==> src/design/fps_defines.svh <==
// Holds the numeric constants of the flash program store control block.
// Assumes inclusion by bare name from the package and from the design module.
`ifndef FPS_DEFINES_SVH
`define FPS_DEFINES_SVH
// ****************************************************************
// Register addresses on the special function register port
// ****************************************************************
`define FPS_PSC_ADDR 8'h8F
`define FPS_KEY_ADDR 8'hB7
`define FPS_RSS_ADDR 8'hEF
// ****************************************************************
// Field positions and values
// ****************************************************************
`define FPS_PSC_WE_BIT 0
`define FPS_PSC_EE_BIT 1
`define FPS_RSS_POR_BIT 0
`define FPS_RSS_MRE_BIT 1
`define FPS_RSS_FERR_BIT 6
`define FPS_RSS_MEN_BIT 7
`define FPS_PSC_RESET 2'h0
`define FPS_KEY_FIRST 8'hA5
`define FPS_KEY_SECOND 8'hF1
`define FPS_PAGE_BITS 9
`define FPS_ERASE_BYTE 8'hFF
`define FPS_ADDR_W 14
`endif

==> src/design/fps_pkg.sv <==
// Holds the types shared by the flash program store control block.
// Assumes the defines header is on the include path.
`include "fps_defines.svh"
`default_nettype none
package fps_pkg;
   // One-hot states of the key lock.
   typedef enum logic [3:0] {
      FPS_LOCKED   = 4'h1,
      FPS_FIRST    = 4'h2,
      FPS_UNLOCKED = 4'h4,
      FPS_DISABLED = 4'h8
   } fps_key_t;
   // One-hot states of the operation sequencer.
   typedef enum logic [1:0] {
      FPS_IDLE = 2'h1,
      FPS_BUSY = 2'h2
   } fps_op_t;
   // External-memory write request from the core.
   typedef struct packed {
      logic [`FPS_ADDR_W-1:0] addr;
      logic [7:0] data;
   } fps_xwr_t;
   // Command to the flash array.
   typedef struct packed {
      logic prog;
      logic erase;
      logic [`FPS_ADDR_W-1:0] addr;
      logic [7:0] data;
   } fps_cmd_t;
endpackage
`default_nettype wire

==> src/design/fps_flash_ctrl.sv <==
// Holds the flash program store controller: control and key registers, the
// supply interlock, the operation sequencer and the error reset request.
// Assumes a core on sys_clk issuing register and external-memory writes,
// and a flash array that answers each command with a one-cycle done pulse.
`include "fps_defines.svh"
`default_nettype none
module fps_flash_ctrl (
   input wire logic sys_clk,
   input wire logic nrst,
   input wire logic por_n,
   input wire logic sfr_wr,
   input wire logic sfr_rd,
   input wire logic [7:0] sfr_addr,
   input wire logic [7:0] sfr_wdata,
   output logic [7:0] sfr_rdata,
   input wire logic xwr_valid,
   input wire fps_pkg::fps_xwr_t xwr_req,
   output logic xram_wr,
   output fps_pkg::fps_xwr_t xram_req,
   output fps_pkg::fps_cmd_t flash_cmd,
   input wire logic flash_done,
   output logic irq_defer,
   output logic flash_error_device_reset
);
   // ****************************************************************
   // Reset release
   // ****************************************************************
   logic [1:0] rst_sync_reg;
   logic [1:0] por_sync_reg;
   logic rst_n;
   logic por_ok;

   // Both resets assert at once and release through two flops.
   always_ff @(posedge sys_clk or negedge nrst) begin
      if (!nrst) begin
         rst_sync_reg <= 2'h0;
      end else begin
         rst_sync_reg <= {rst_sync_reg[0], 1'b1};
      end
   end
   always_ff @(posedge sys_clk or negedge por_n) begin
      if (!por_n) begin
         por_sync_reg <= 2'h0;
      end else begin
         por_sync_reg <= {por_sync_reg[0], 1'b1};
      end
   end
   assign rst_n = rst_sync_reg[1];
   assign por_ok = por_sync_reg[1];

   // ****************************************************************
   // Decode helpers
   // ****************************************************************
   // Lock state code as software reads it.
   function automatic logic [1:0] key_code(input fps_pkg::fps_key_t s);
      case (s)
         fps_pkg::FPS_FIRST: key_code = 2'h1;
         fps_pkg::FPS_UNLOCKED: key_code = 2'h2;
         fps_pkg::FPS_DISABLED: key_code = 2'h3;
         default: key_code = 2'h0;
      endcase
   endfunction

   // ****************************************************************
   // Registers and sequencer
   // ****************************************************************
   logic we_reg, we_next, ee_reg, ee_next;
   logic men_reg, men_next, mre_reg, mre_next;
   fps_pkg::fps_key_t key_reg, key_next;
   fps_pkg::fps_op_t op_reg, op_next;
   fps_pkg::fps_cmd_t cmd_next;
   logic xram_wr_next, flash_error_device_reset_next, started_reg;
   logic [7:0] rdata_next;
   fps_pkg::fps_xwr_t xram_req_next;
   logic wr_psc, wr_key, wr_rss, take, monitor_ok;
   logic flash_error_device_reset_pend_reg, flash_error_device_reset_pend_next, ferr_reg, ferr_next;
   logic por_fresh_reg, por_fresh_next, por_flag_reg, por_flag_next;

   assign wr_psc = sfr_wr && (sfr_addr == `FPS_PSC_ADDR);
   assign wr_key = sfr_wr && (sfr_addr == `FPS_KEY_ADDR);
   assign wr_rss = sfr_wr && (sfr_addr == `FPS_RSS_ADDR);
   // A request arriving while the array is busy is dropped; the core stalls.
   assign take = xwr_valid && (op_reg == fps_pkg::FPS_IDLE);
   assign monitor_ok = men_reg && mre_reg;

   // Next values for control bits, key lock, sequencer and outputs.
   always_comb begin
      we_next = we_reg;
      ee_next = ee_reg;
      men_next = men_reg;
      mre_next = mre_reg;
      key_next = key_reg;
      op_next = op_reg;
      cmd_next = '0;
      xram_wr_next = 1'b0;
      xram_req_next = xram_req;
      flash_error_device_reset_next = 1'b0;
      rdata_next = sfr_rdata;
      if (wr_psc) begin
         we_next = sfr_wdata[`FPS_PSC_WE_BIT];
         ee_next = sfr_wdata[`FPS_PSC_EE_BIT];
      end
      if (wr_rss) begin
         men_next = sfr_wdata[`FPS_RSS_MEN_BIT];
         mre_next = sfr_wdata[`FPS_RSS_MRE_BIT];
      end
      // Any key write other than the expected next key disables until reset; a flash start in the same cycle wins and relocks to FPS_LOCKED.
      if (wr_key) begin
         unique case (key_reg)
            fps_pkg::FPS_LOCKED:
               key_next = (sfr_wdata == `FPS_KEY_FIRST) ? fps_pkg::FPS_FIRST :
                          fps_pkg::FPS_DISABLED;
            fps_pkg::FPS_FIRST:
               key_next = (sfr_wdata == `FPS_KEY_SECOND) ? fps_pkg::FPS_UNLOCKED :
                          fps_pkg::FPS_DISABLED;
            fps_pkg::FPS_UNLOCKED: key_next = fps_pkg::FPS_DISABLED;
            fps_pkg::FPS_DISABLED: key_next = fps_pkg::FPS_DISABLED;
         endcase
      end
      unique case (op_reg)
         fps_pkg::FPS_IDLE: begin
            if (take && !we_reg) begin
               xram_wr_next = 1'b1;
               xram_req_next = xwr_req;
            end else if (take && !monitor_ok) begin
               flash_error_device_reset_next = 1'b1;
            end else if (take && key_reg == fps_pkg::FPS_UNLOCKED) begin
               cmd_next.erase = ee_reg;
               cmd_next.prog = !ee_reg;
               cmd_next.addr = xwr_req.addr;
               cmd_next.data = xwr_req.data;
               if (ee_reg) begin
                  // The page base is sent and the data byte is replaced.
                  cmd_next.addr[`FPS_PAGE_BITS-1:0] = '0;
                  cmd_next.data = `FPS_ERASE_BYTE;
               end
               key_next = fps_pkg::FPS_LOCKED;
               op_next = fps_pkg::FPS_BUSY;
            end else if (take) begin
               key_next = fps_pkg::FPS_DISABLED;
            end
         end
         fps_pkg::FPS_BUSY: begin
            if (flash_done) begin
               op_next = fps_pkg::FPS_IDLE;
            end
         end
      endcase
      if (sfr_rd) begin
         unique case (sfr_addr)
            `FPS_PSC_ADDR: rdata_next = {6'h00, ee_reg, we_reg};
            `FPS_KEY_ADDR: rdata_next = {6'h00, key_code(key_reg)};
            `FPS_RSS_ADDR: rdata_next = {men_reg, ferr_reg, 4'h0, mre_reg, por_flag_reg};
            default: rdata_next = 8'h00;
         endcase
      end
   end

   // Registers of the block; the monitor enables come up set.
   always_ff @(posedge sys_clk or negedge rst_n) begin
      if (!rst_n) begin
         {ee_reg, we_reg} <= `FPS_PSC_RESET;
         men_reg <= 1'b1;
         mre_reg <= 1'b1;
         key_reg <= fps_pkg::FPS_LOCKED;
         op_reg <= fps_pkg::FPS_IDLE;
         flash_cmd <= '0;
         xram_wr <= 1'b0;
         xram_req <= '0;
         flash_error_device_reset <= 1'b0;
         irq_defer <= 1'b0;
         sfr_rdata <= 8'h00;
         started_reg <= 1'b0;
      end else begin
         we_reg <= we_next;
         ee_reg <= ee_next;
         men_reg <= men_next;
         mre_reg <= mre_next;
         key_reg <= key_next;
         op_reg <= op_next;
         flash_cmd <= cmd_next;
         xram_wr <= xram_wr_next;
         xram_req <= xram_req_next;
         flash_error_device_reset <= flash_error_device_reset_next;
         irq_defer <= (op_next == fps_pkg::FPS_BUSY);
         sfr_rdata <= rdata_next;
         started_reg <= 1'b1;
      end
   end

   // ****************************************************************
   // Reset cause flags
   // ****************************************************************
   // These survive a device reset, but each release reloads both flags. The cause
   // is latched before the reset and moved to the flag on the first cycle
   // after release, which is why the flag lags release by one cycle.

   always_comb begin
      flash_error_device_reset_pend_next = flash_error_device_reset_pend_reg || flash_error_device_reset_next;
      ferr_next = ferr_reg;
      por_fresh_next = por_fresh_reg;
      por_flag_next = por_flag_reg;
      if (!started_reg && rst_n) begin
         ferr_next = flash_error_device_reset_pend_reg;
         flash_error_device_reset_pend_next = flash_error_device_reset_next; // A new error request wins over the clear.
         por_flag_next = por_fresh_reg;
         por_fresh_next = 1'b0;
      end
   end

   always_ff @(posedge sys_clk or negedge por_ok) begin
      if (!por_ok) begin
         flash_error_device_reset_pend_reg <= 1'b0;
         ferr_reg <= 1'b0;
         por_fresh_reg <= 1'b1;
         por_flag_reg <= 1'b0;
      end else begin
         flash_error_device_reset_pend_reg <= flash_error_device_reset_pend_next;
         ferr_reg <= ferr_next;
         por_fresh_reg <= por_fresh_next;
         por_flag_reg <= por_flag_next;
      end
   end
endmodule // fps_flash_ctrl
`default_nettype wire

==> config.mk <==
export PLATFORM = sky130hd
export DESIGN_NAME = fps_flash_ctrl
export DESIGN_NICKNAME = d
export VERILOG_FILES = /design/src/design/fps_pkg.sv /design/src/design/fps_flash_ctrl.sv
export VERILOG_INCLUDE_DIRS = /design/src /design/src/design
export SDC_FILE = /design/constraint.sdc
export NUM_CORES = 1
export LEC_CHECK = 0
export BUFFER_PORTS_ARGS = -buffer_cell sky130_fd_sc_hd__clkbuf_2
export CAP_MARGIN = 15
export CORE_UTILIZATION = 52
export CTS_CLUSTER_DIAMETER = 60
export DETAILED_ROUTE_END_ITERATION = 8
export PLACE_DENSITY_LB_ADDON = 0.05
export SETUP_SLACK_MARGIN = 0.5
export SLEW_MARGIN = 0
export SYNTH_ARGS = -nofsm -noshare
export SYNTH_HDL_FRONTEND = slang
export SYNTH_SLANG_ARGS = --single-unit
==> constraint.sdc <==
create_clock -name sys_clk -period 3.38 [get_ports sys_clk]
set_input_delay 0.169 -clock sys_clk [delete_from_list [all_inputs] [get_ports sys_clk]]
set_output_delay 0.169 -clock sys_clk [all_outputs]
set_load 0.02 [all_outputs]
Yosys cells after proc, flatten, opt, wreduce, memory -nomap -nowiden
Index checks and enable logic that the tools add are counted.
- bits in writable memories: 0
- memories: 0
- bits in registers: 76
- latch bits: 0
- bits in read-only memories: 0
- output and inout bits: 57
- $mul: 0
- bitwise logic cells: 0
- div/mod/pow operators: 0
- mux-type cells: 27
- shift operators: 0
- order comparisons: 0
- reduce and logical (&&, ||, !) cells: 16
- eq/ne operators: 12
- add/subtract/negate cells: 0
- operators by type and width (cell ; number):
    $mux W24 ; 4
    $eq A8 B8 Y1 const B ; 5
    $mux W4 ; 8
    $pmux W8 S3 ; 1
    $mux W17 ; 1
    $pmux W4 S3 ; 1
    $logic_and A1 B1 Y1 ; 9
    $mux W2 ; 4
    $mux W1 ; 6
    $pmux W2 S3 ; 1
    $eq A2 B2 Y1 const B ; 2
    $eq A4 B1 Y1 const B ; 1
    $eq A4 B2 Y1 const B ; 1
    $eq A4 B3 Y1 const B ; 1
    $eq A4 B4 Y1 const B ; 1
    $logic_not A1 Y1 ; 4
    $pmux W2 S2 ; 1
    $eq A2 B1 Y1 const B ; 1
    $reduce_and A2 Y1 ; 1
    $reduce_or A2 Y1 ; 1
    $logic_or A1 B1 Y1 ; 1

Depth between registers and ports, before layout
Gate-level depths: netlist (run 1).
- depth in word-level cells: 9
- mapped depth: 4
- mapped depth without buffers: 4

Least setup slack after synthesis (run 1)
Ideal clock, no wire load.
- path type: flip-flop to flip-flop
- from: register rst_sync_reg[1]
- to: register flash_error_device_reset_pend_reg
- clock period less this slack: 2.315 ns
- stages on the path, launching flop included: 3
- arrival: 2.197 ns
- data required time: 3.261 ns
- setup slack: 1.065 ns
- buffers on the path: 0
- path through: dfrtp_1 > nand2b_1 > a21o_1
- cells in the longest elaborated chain, start to end: 2
- ends and longest elaborated chain (what ; line ; text):
    from (decl) ; fps_flash_ctrl.sv:28 ; logic [1:0] rst_sync_reg;
    from (signal assigned) ; fps_flash_ctrl.sv:38 ; rst_sync_reg <= {rst_sync_reg[0], 1'b1};
    $logic_and A1 B1 Y1 ; fps_flash_ctrl.sv:203 ; if (!started_reg && rst_n) begin
    $mux W1 ; fps_flash_ctrl.sv:203 ;
    net flash_error_device_reset_pend_next ; fps_flash_ctrl.sv:76 ; logic flash_error_device_reset_pend_reg, flash_error_device_reset_pend_next, ferr_reg, ferr_next;
    to (signal assigned) ; fps_flash_ctrl.sv:218 ; flash_error_device_reset_pend_reg <= flash_error_device_reset_pend_next;
    to (decl) ; fps_flash_ctrl.sv:76 ;
The timed path passes the listed nets, and every way through them passes these cells.
A chain may end at the register's enable or synchronous reset.

==> out/summary.txt, run 1 <==
Status: complete, no violations
Gr ovfl total: 0
Largest family of logic cells by synthesized area: simple AND/OR/NAND/NOR gates
Max_slew headroom: 47.3%
Pre-CTS setup slack: 1.46 ns
Post-CTS setup buffers: 0
H-Tree Depth: 3
Gpl congestion: 0.744
Synth area leader: dfrtp_1
Overall Power: 1.76 mW
Multi-input gate area: 945 µm²
Synth Cell Area: 0.00280 mm²
CORE AREA: 0.00514 mm²
Final worst setup slack: 1.45 ns
Power Dens Cells: 484 mW/mm²
Largest Register: flash_cmd
CTS Root Buffer Type: clkbuf_8
Sequential cell area: 0.00181 mm²
Synth cell count leaders: dfrtp_1 (67), mux2_2 (25), and2_1 (16)
Top FF cell, synth: dfrtp_1
Leakage power: 1.93 nW
Hold buffer count at cts: 2
Simple-Gate Fraction of Synth Area: 13.8%
Synth top area cells: dfrtp_1 (60%), mux2_2 (10%), dfstp_2 (4.7%), and2_1 (3.6%), o21a_1 (2.1%)
# rows: 26
Vias in the first global route: 1960
DR vias: 1934
Library cells used by synthesis: 45
DRT Wirelength: 5570 µm
CP Launch Type: register
Worst Path Max Fanout: 10
Maximum number of pins on one net before global-route repair: 65
Routed length per instance: 14.2 µm
Sequential area share after synthesis: 64.6%
Sw Share: 21.2%
Tcrit/Tclk final: 57.1%
Clock-pin slew on the worst setup and hold paths: 0.08 ns
Drc violations: 0
Setup CP Type: reg2reg
Peak Freq: 518 MHz
HPWL after detailed placement: 4010 µm
DRT iter0 DRCs: 101
Clk network pwr share: 46.6%
Placed cell count: 374
Antenna violations before repair: 0
Biggest regs: flash_cmd x24, xram_req x22
RSZ-0062 raised after global routing: false
Setup tns final: 0 ns
First-pass GRT wire length: 8850 µm
CTS tree: yes
Post-synthesis mux area share: 10.8%
Min-Delay Path Class: in2reg
Min Tclk post-route: 1.93 ns
Skew-Pair Late Insertion Delay: 0.35 ns
Net load switching power: 374 µW
Yosys warning total: 0
Worst Setup End Kind: register
Syn Area/Cell: 13.5 µm²
Setup Skew: 0.00884 ns
Max cap viols: 0
Port Buffer Count: 97
# IOs: 102
CTS buffer count: 9
Number of iterations in the first detailed-routing pass: 4
Synth Area in Adders: 0%
Non-filler instance count after layout: 392
Antenna-violating nets left: 0
Count leader, synth: dfrtp_1
Die H: 75.4 µm
Final setup viols: 0
Yosys top cell area share: 59.9%
Share of cells above drive strength 1: 49.4%
Internal Dissipation: 1.39 mW
Syn Inst Count: 208
Asr flop ratio synth: 100%
Clock sinks: 72
Final Hold Vio Count: 0
Die X: 75.4 µm
Pins over their slew limit: 0
Max reg flops: 24
Worst VDD drop: 0.000430 V
Gr usage total: 21.7%
Area delta synth->final: 30.0%
Resized cells post-CTS: 0
Synth Area in Compound Gates: 6.75%
Post-synth EDFFs: 0
Post-synthesis xor/xnor area fraction: 0.938%
Initial Util: 54.5%
Critical Path RT: 3.66 ns
Vias/cell: 4.93
Filler cells: 411
Nets@finish: 362
Die area: 0.00568 mm²
#FFs+latches synth: 72
Combinational share of power: 3.8%
Slew @ Worst Pin: 0.790 ns
# diodes: 0
Seq pwr share: 49.6%
Worst EP arrival: 2.21 ns
CTS max path bufs: 2
area by class of cell:
cell class | count | area share [%]
Inverter | 7 | 0.791
Sequential cell | 72 | 49.7
Clock buffer | 9 | 3.40
Tap cell | 70 | 2.41
Clock inverter | 7 | 3.23
Timing Repair Buffer | 102 | 14.5
Multi-Input combinational cell | 125 | 26.0
per-stage QoR:
stage	hold WS [ns]	utilization [%]	cell area (µm²)
final	0.0290	70.8	3640
after detailed placement	-0.0411	65.7	3380
after global placement	-0.0448	65.7	3380
after floorplan	-0.127	-	2820
after CTS	0.0226	70.8	3640
after global routing	0.0372	70.8	3640
layout by cell type, fill, tap and decap left out, types with 2 or more instances in the layout:
cell,n
nand4_1,2
nor3_1,2
nor2_1,6
mux2_2,25
xnor2_1,2
clkinv_2,2
bufinv_16,3
inv_6,2
nand2_1,13
a22o_1,2
dfrtp_1,66
buf_4,3
dfstp_2,5
conb_1,7
inv_1,6
dlygate4sd3_1,2
nor3_2,3
or4b_1,2
clkbuf_2,97
o21a_1,8
a21oi_1,2
o21ai_0,3
a22oi_1,2
clkbuf_8,9
nand3_1,4
and2_1,16
a21o_1,2
o22ai_1,4
kinds of logic after synthesis:
logic type / Yosys count
other cells: 2
flops: 72
xor+xnor: 3
simple gates: 61
mux: 27
compound gates: 27
buf+inv: 16
critical path, cell delays in order, from the launching register on:
cell and delay [ns]:
dfrtp_1 0.42, or4b_1 0.61, nor3_2 0.43, buf_4 0.27, o21a_1 0.14
final timing paths:
check / start / endpoint / cells after the start / slack, ns
setup reg to reg: key_reg[1]$_DFF_PN0_ / flash_cmd[0]$_DFF_PN0_ / 4 / 1.45
hold reg to reg: por_sync_reg[1]$_DFF_PN0_ / flash_error_device_reset_pend_reg$_DFF_PN0_ / 0 / 0.06
setup / recovery: key_reg[1]$_DFF_PN0_ / flash_cmd[0]$_DFF_PN0_ / 4 / 1.45
min in group asynchronous: por_sync_reg[1]$_DFF_PN0_ / flash_error_device_reset_pend_reg$_DFF_PN0_ / 0 / 0.06
max in group asynchronous: rst_sync_reg[1]$_DFF_PN0_ / xram_req[17]$_DFFE_PN0P_ / 1 / 2.38
hold / removal: xwr_req[8] / flash_cmd[8]$_DFF_PN0_ / 2 / 0.03
power by group through the flow:
stage | Clock [mW] | Combinational [mW] | Sequential [mW]
floorplan | 0 | 0.0203 | 0.898
global placement | 0 | 0.0655 | 0.890
detailed placement | 0 | 0.0667 | 0.891
CTS | 0.834 | 0.0689 | 0.874
global route | 0.872 | 0.0773 | 0.875
finish | 0.821 | 0.0673 | 0.874
per-layer routing:
layer | share of wire (%) | track usage, % | up-vias
met5 | 0 | 0 | -
met4 | 1.8 | 8.64 | 0
met3 | 5.6 | 7.94 | 12
met2 | 48 | 33.6 | 63
met1 | 45 | 27.9 | 931
li1 | - | - | 928
(Power assumes the default switching activity.)
==> run 2, diff against run 1 <==
- CORE_UTILIZATION: 52 -> 44
- clock period: 3.38 -> 1.6 ns (I/O delays scaled with it)
==> run 2 against run 1 <==
Against the previous run:
- routed wire length is 21% higher
- total power is 120% higher
- clock skew is 0.0012 ns lower
- die area is 18% higher
- cell count is 14% higher
- critical path depth is 1 higher
- first-iteration DRC count is 39% lower
- largest cell class unchanged
==> out/summary.txt, run 2 (same netlist as run 1, synthesis figures left out) <==
Status: complete, no violations
Clock sinks: 72
Critical Path RT: 1.82 ns
Most frequent cells in the layout: clkbuf_2 (97), dfrtp_1 (64), dlygate4sd3_1 (27)
CTS max path bufs: 2
Drc violations: 0
WP buf/inv: 1
Peak Freq: 630 MHz
Die X: 81.8 µm
Number of iterations in the first detailed-routing pass: 4
Gr ovfl total: 0
Nets@finish: 410
Routed length per instance: 15.1 µm
Vias/cell: 4.85
CP Launch Type: register
Slowest CP cell: or4_4
Setup Skew: 0.00764 ns
Levels on crit path: 5
Die H: 81.8 µm
DRT Wirelength: 6740 µm
Worst VDD drop: 0.000593 V
Port Buffer Count: 97
Tcrit/Tclk final: 99.2%
Die area: 0.00669 mm²
Leakage power: 2.25 nW
First-pass GRT wire length: 9450 µm
CTS tree: yes
RR Endpoint: key_reg[3]$_DFF_PN0_
Overall Power: 3.87 mW
Antenna-violating nets left: 0
Filler cells: 427
Min-Delay Path Class: in2reg
Max reg flops: 24
Initial Util: 46.5%
Antenna violations before repair: 0
FF-to-FF path depth: 5
Worst EP arrival: 1.81 ns
Clock-pin slew on the worst setup and hold paths: 0.08 ns
RSZ-0062 raised after global routing: true
Max cap viols: 0
CP peak stage delay: 0.44 ns
H-Tree Depth: 3
Biggest regs: flash_cmd x24, xram_req x22
# rows: 28
Vias in the first global route: 2033
Gpl congestion: 0.798
CORE AREA: 0.00603 mm²
Worst Setup End Kind: register
Gr usage total: 19.5%
Largest Register: flash_cmd
Share of cells above drive strength 1: 52.7%
CTS buffer count: 9
DR vias: 2159
Crit path to: key_reg[3]$_DFF_PN0_
Skew-Pair Late Insertion Delay: 0.34 ns
Family with the most delay on the worst path: simple AND/OR/NAND/NOR gates
# IOs: 102
Pins over their slew limit: 0
RR Startpoint: key_reg[3]$_DFF_PN0_
Power Dens Cells: 892 mW/mm²
Final Util: 71.9%
Setup CP Type: reg2reg
Maximum number of pins on one net before global-route repair: 27
Final Hold Vio Count: 0
DRT iter0 DRCs: 62
Most common cell after layout, fill and taps aside: clkbuf_2
Setup crit start: key_reg[3]$_DFF_PN0_
Flop2flop setup slack: 0.01 ns
Final setup viols: 0
Area delta synth->final: 54.8%
Min Tclk post-route: 1.59 ns
Worst Path Max Fanout: 3
HPWL after detailed placement: 4250 µm
Worst path cell trace: buf_4 -> xnor2_2 -> nor3_2 -> or4_4 -> o31a_1
CTS Root Buffer Type: clkbuf_8
# diodes: 0
-- run 2: final cells by class --
type / count / area (µm²) / share of cell area, %
Clock buffer: 12 / 155 / 3.58
Clock inverter: 4 / 98.8 / 2.28
Inverter: 7 / 28.8 / 0.664
Multi-Input combinational cell: 125 / 1110 / 25.7
Sequential cell: 72 / 1810 / 41.9
Tap cell: 75 / 93.8 / 2.17
Timing Repair Buffer: 150 / 1030 / 23.7
-- run 2: worst min path at each step --
| stage | startpoint | endpoint | slack [ns] | cells after the start |
|---|---|---|---|---|
| 6_report | sfr_rd | sfr_rdata[6]$_DFFE_PN0P_ | 0.03 | 2 |
| 4_1_cts | sfr_rd | sfr_rdata[6]$_DFFE_PN0P_ | 0.02 | 2 |
| 3_5_place_dp | por_n | por_sync_reg[1]$_DFF_PN0_ | -0.13 | 1 |
| 3_3_place_gp | por_n | por_sync_reg[0]$_DFF_PN0_ | -0.13 | 1 |
| 2_1_floorplan | por_n | por_sync_reg[0]$_DFF_PN0_ | -0.22 | 0 |
| 5_1_grt | sfr_rd | sfr_rdata[1]$_DFFE_PN0P_ | 0.02 | 2 |
-- run 2: where the power goes --
group	internal [mW]	leakage [nW]	switching, mW	total, mW
clock network	1.13	0.127	0.673	1.80
registers	1.83	0.967	0.0227	1.86
logic	0.112	1.16	0.0979	0.210
total	3.07	2.25	0.793	3.87
-- run 2: layer usage --
layer  GRT usage [%]  share of wire (%)  vias up
met5               0                  0        -
met4            7.72                1.6        0
met3            6.22                6.1        9
met2            31.2                 49       79
met1            24.5                 44     1045
li1                -                  -     1026
-- run 2: repair_timing --
| action | 4_1_cts | 5_1_grt |
|---|---|---|
| setup buffers | 1 | 4 |
| pin swaps | 5 | 3 |
| hold buffers | 27 | 0 |
| resized for setup | 9 | 13 |
| gates cloned | 0 | 3 |
| endpoints found under the setup margin | 58 | 59 |
| hold endpoints to repair | 51 | 0 |
-- run 2: metrics by stage --
step | hold WS, ns | area (µm²) | std cells | TNS [ns] | worst slack [ns]
floorplan | -0.216 | 2950 | 213 | 0 | 0.0497
global placement | -0.134 | 3610 | 394 | -0.0223 | -0.0223
detailed placement | -0.131 | 3610 | 394 | -0.0628 | -0.0628
CTS | 0.0184 | 4190 | 438 | 0 | 0.0344
global route | 0.0232 | 4330 | 445 | -0.216 | -0.0319
finish | 0.0270 | 4330 | 445 | 0 | 0.0127
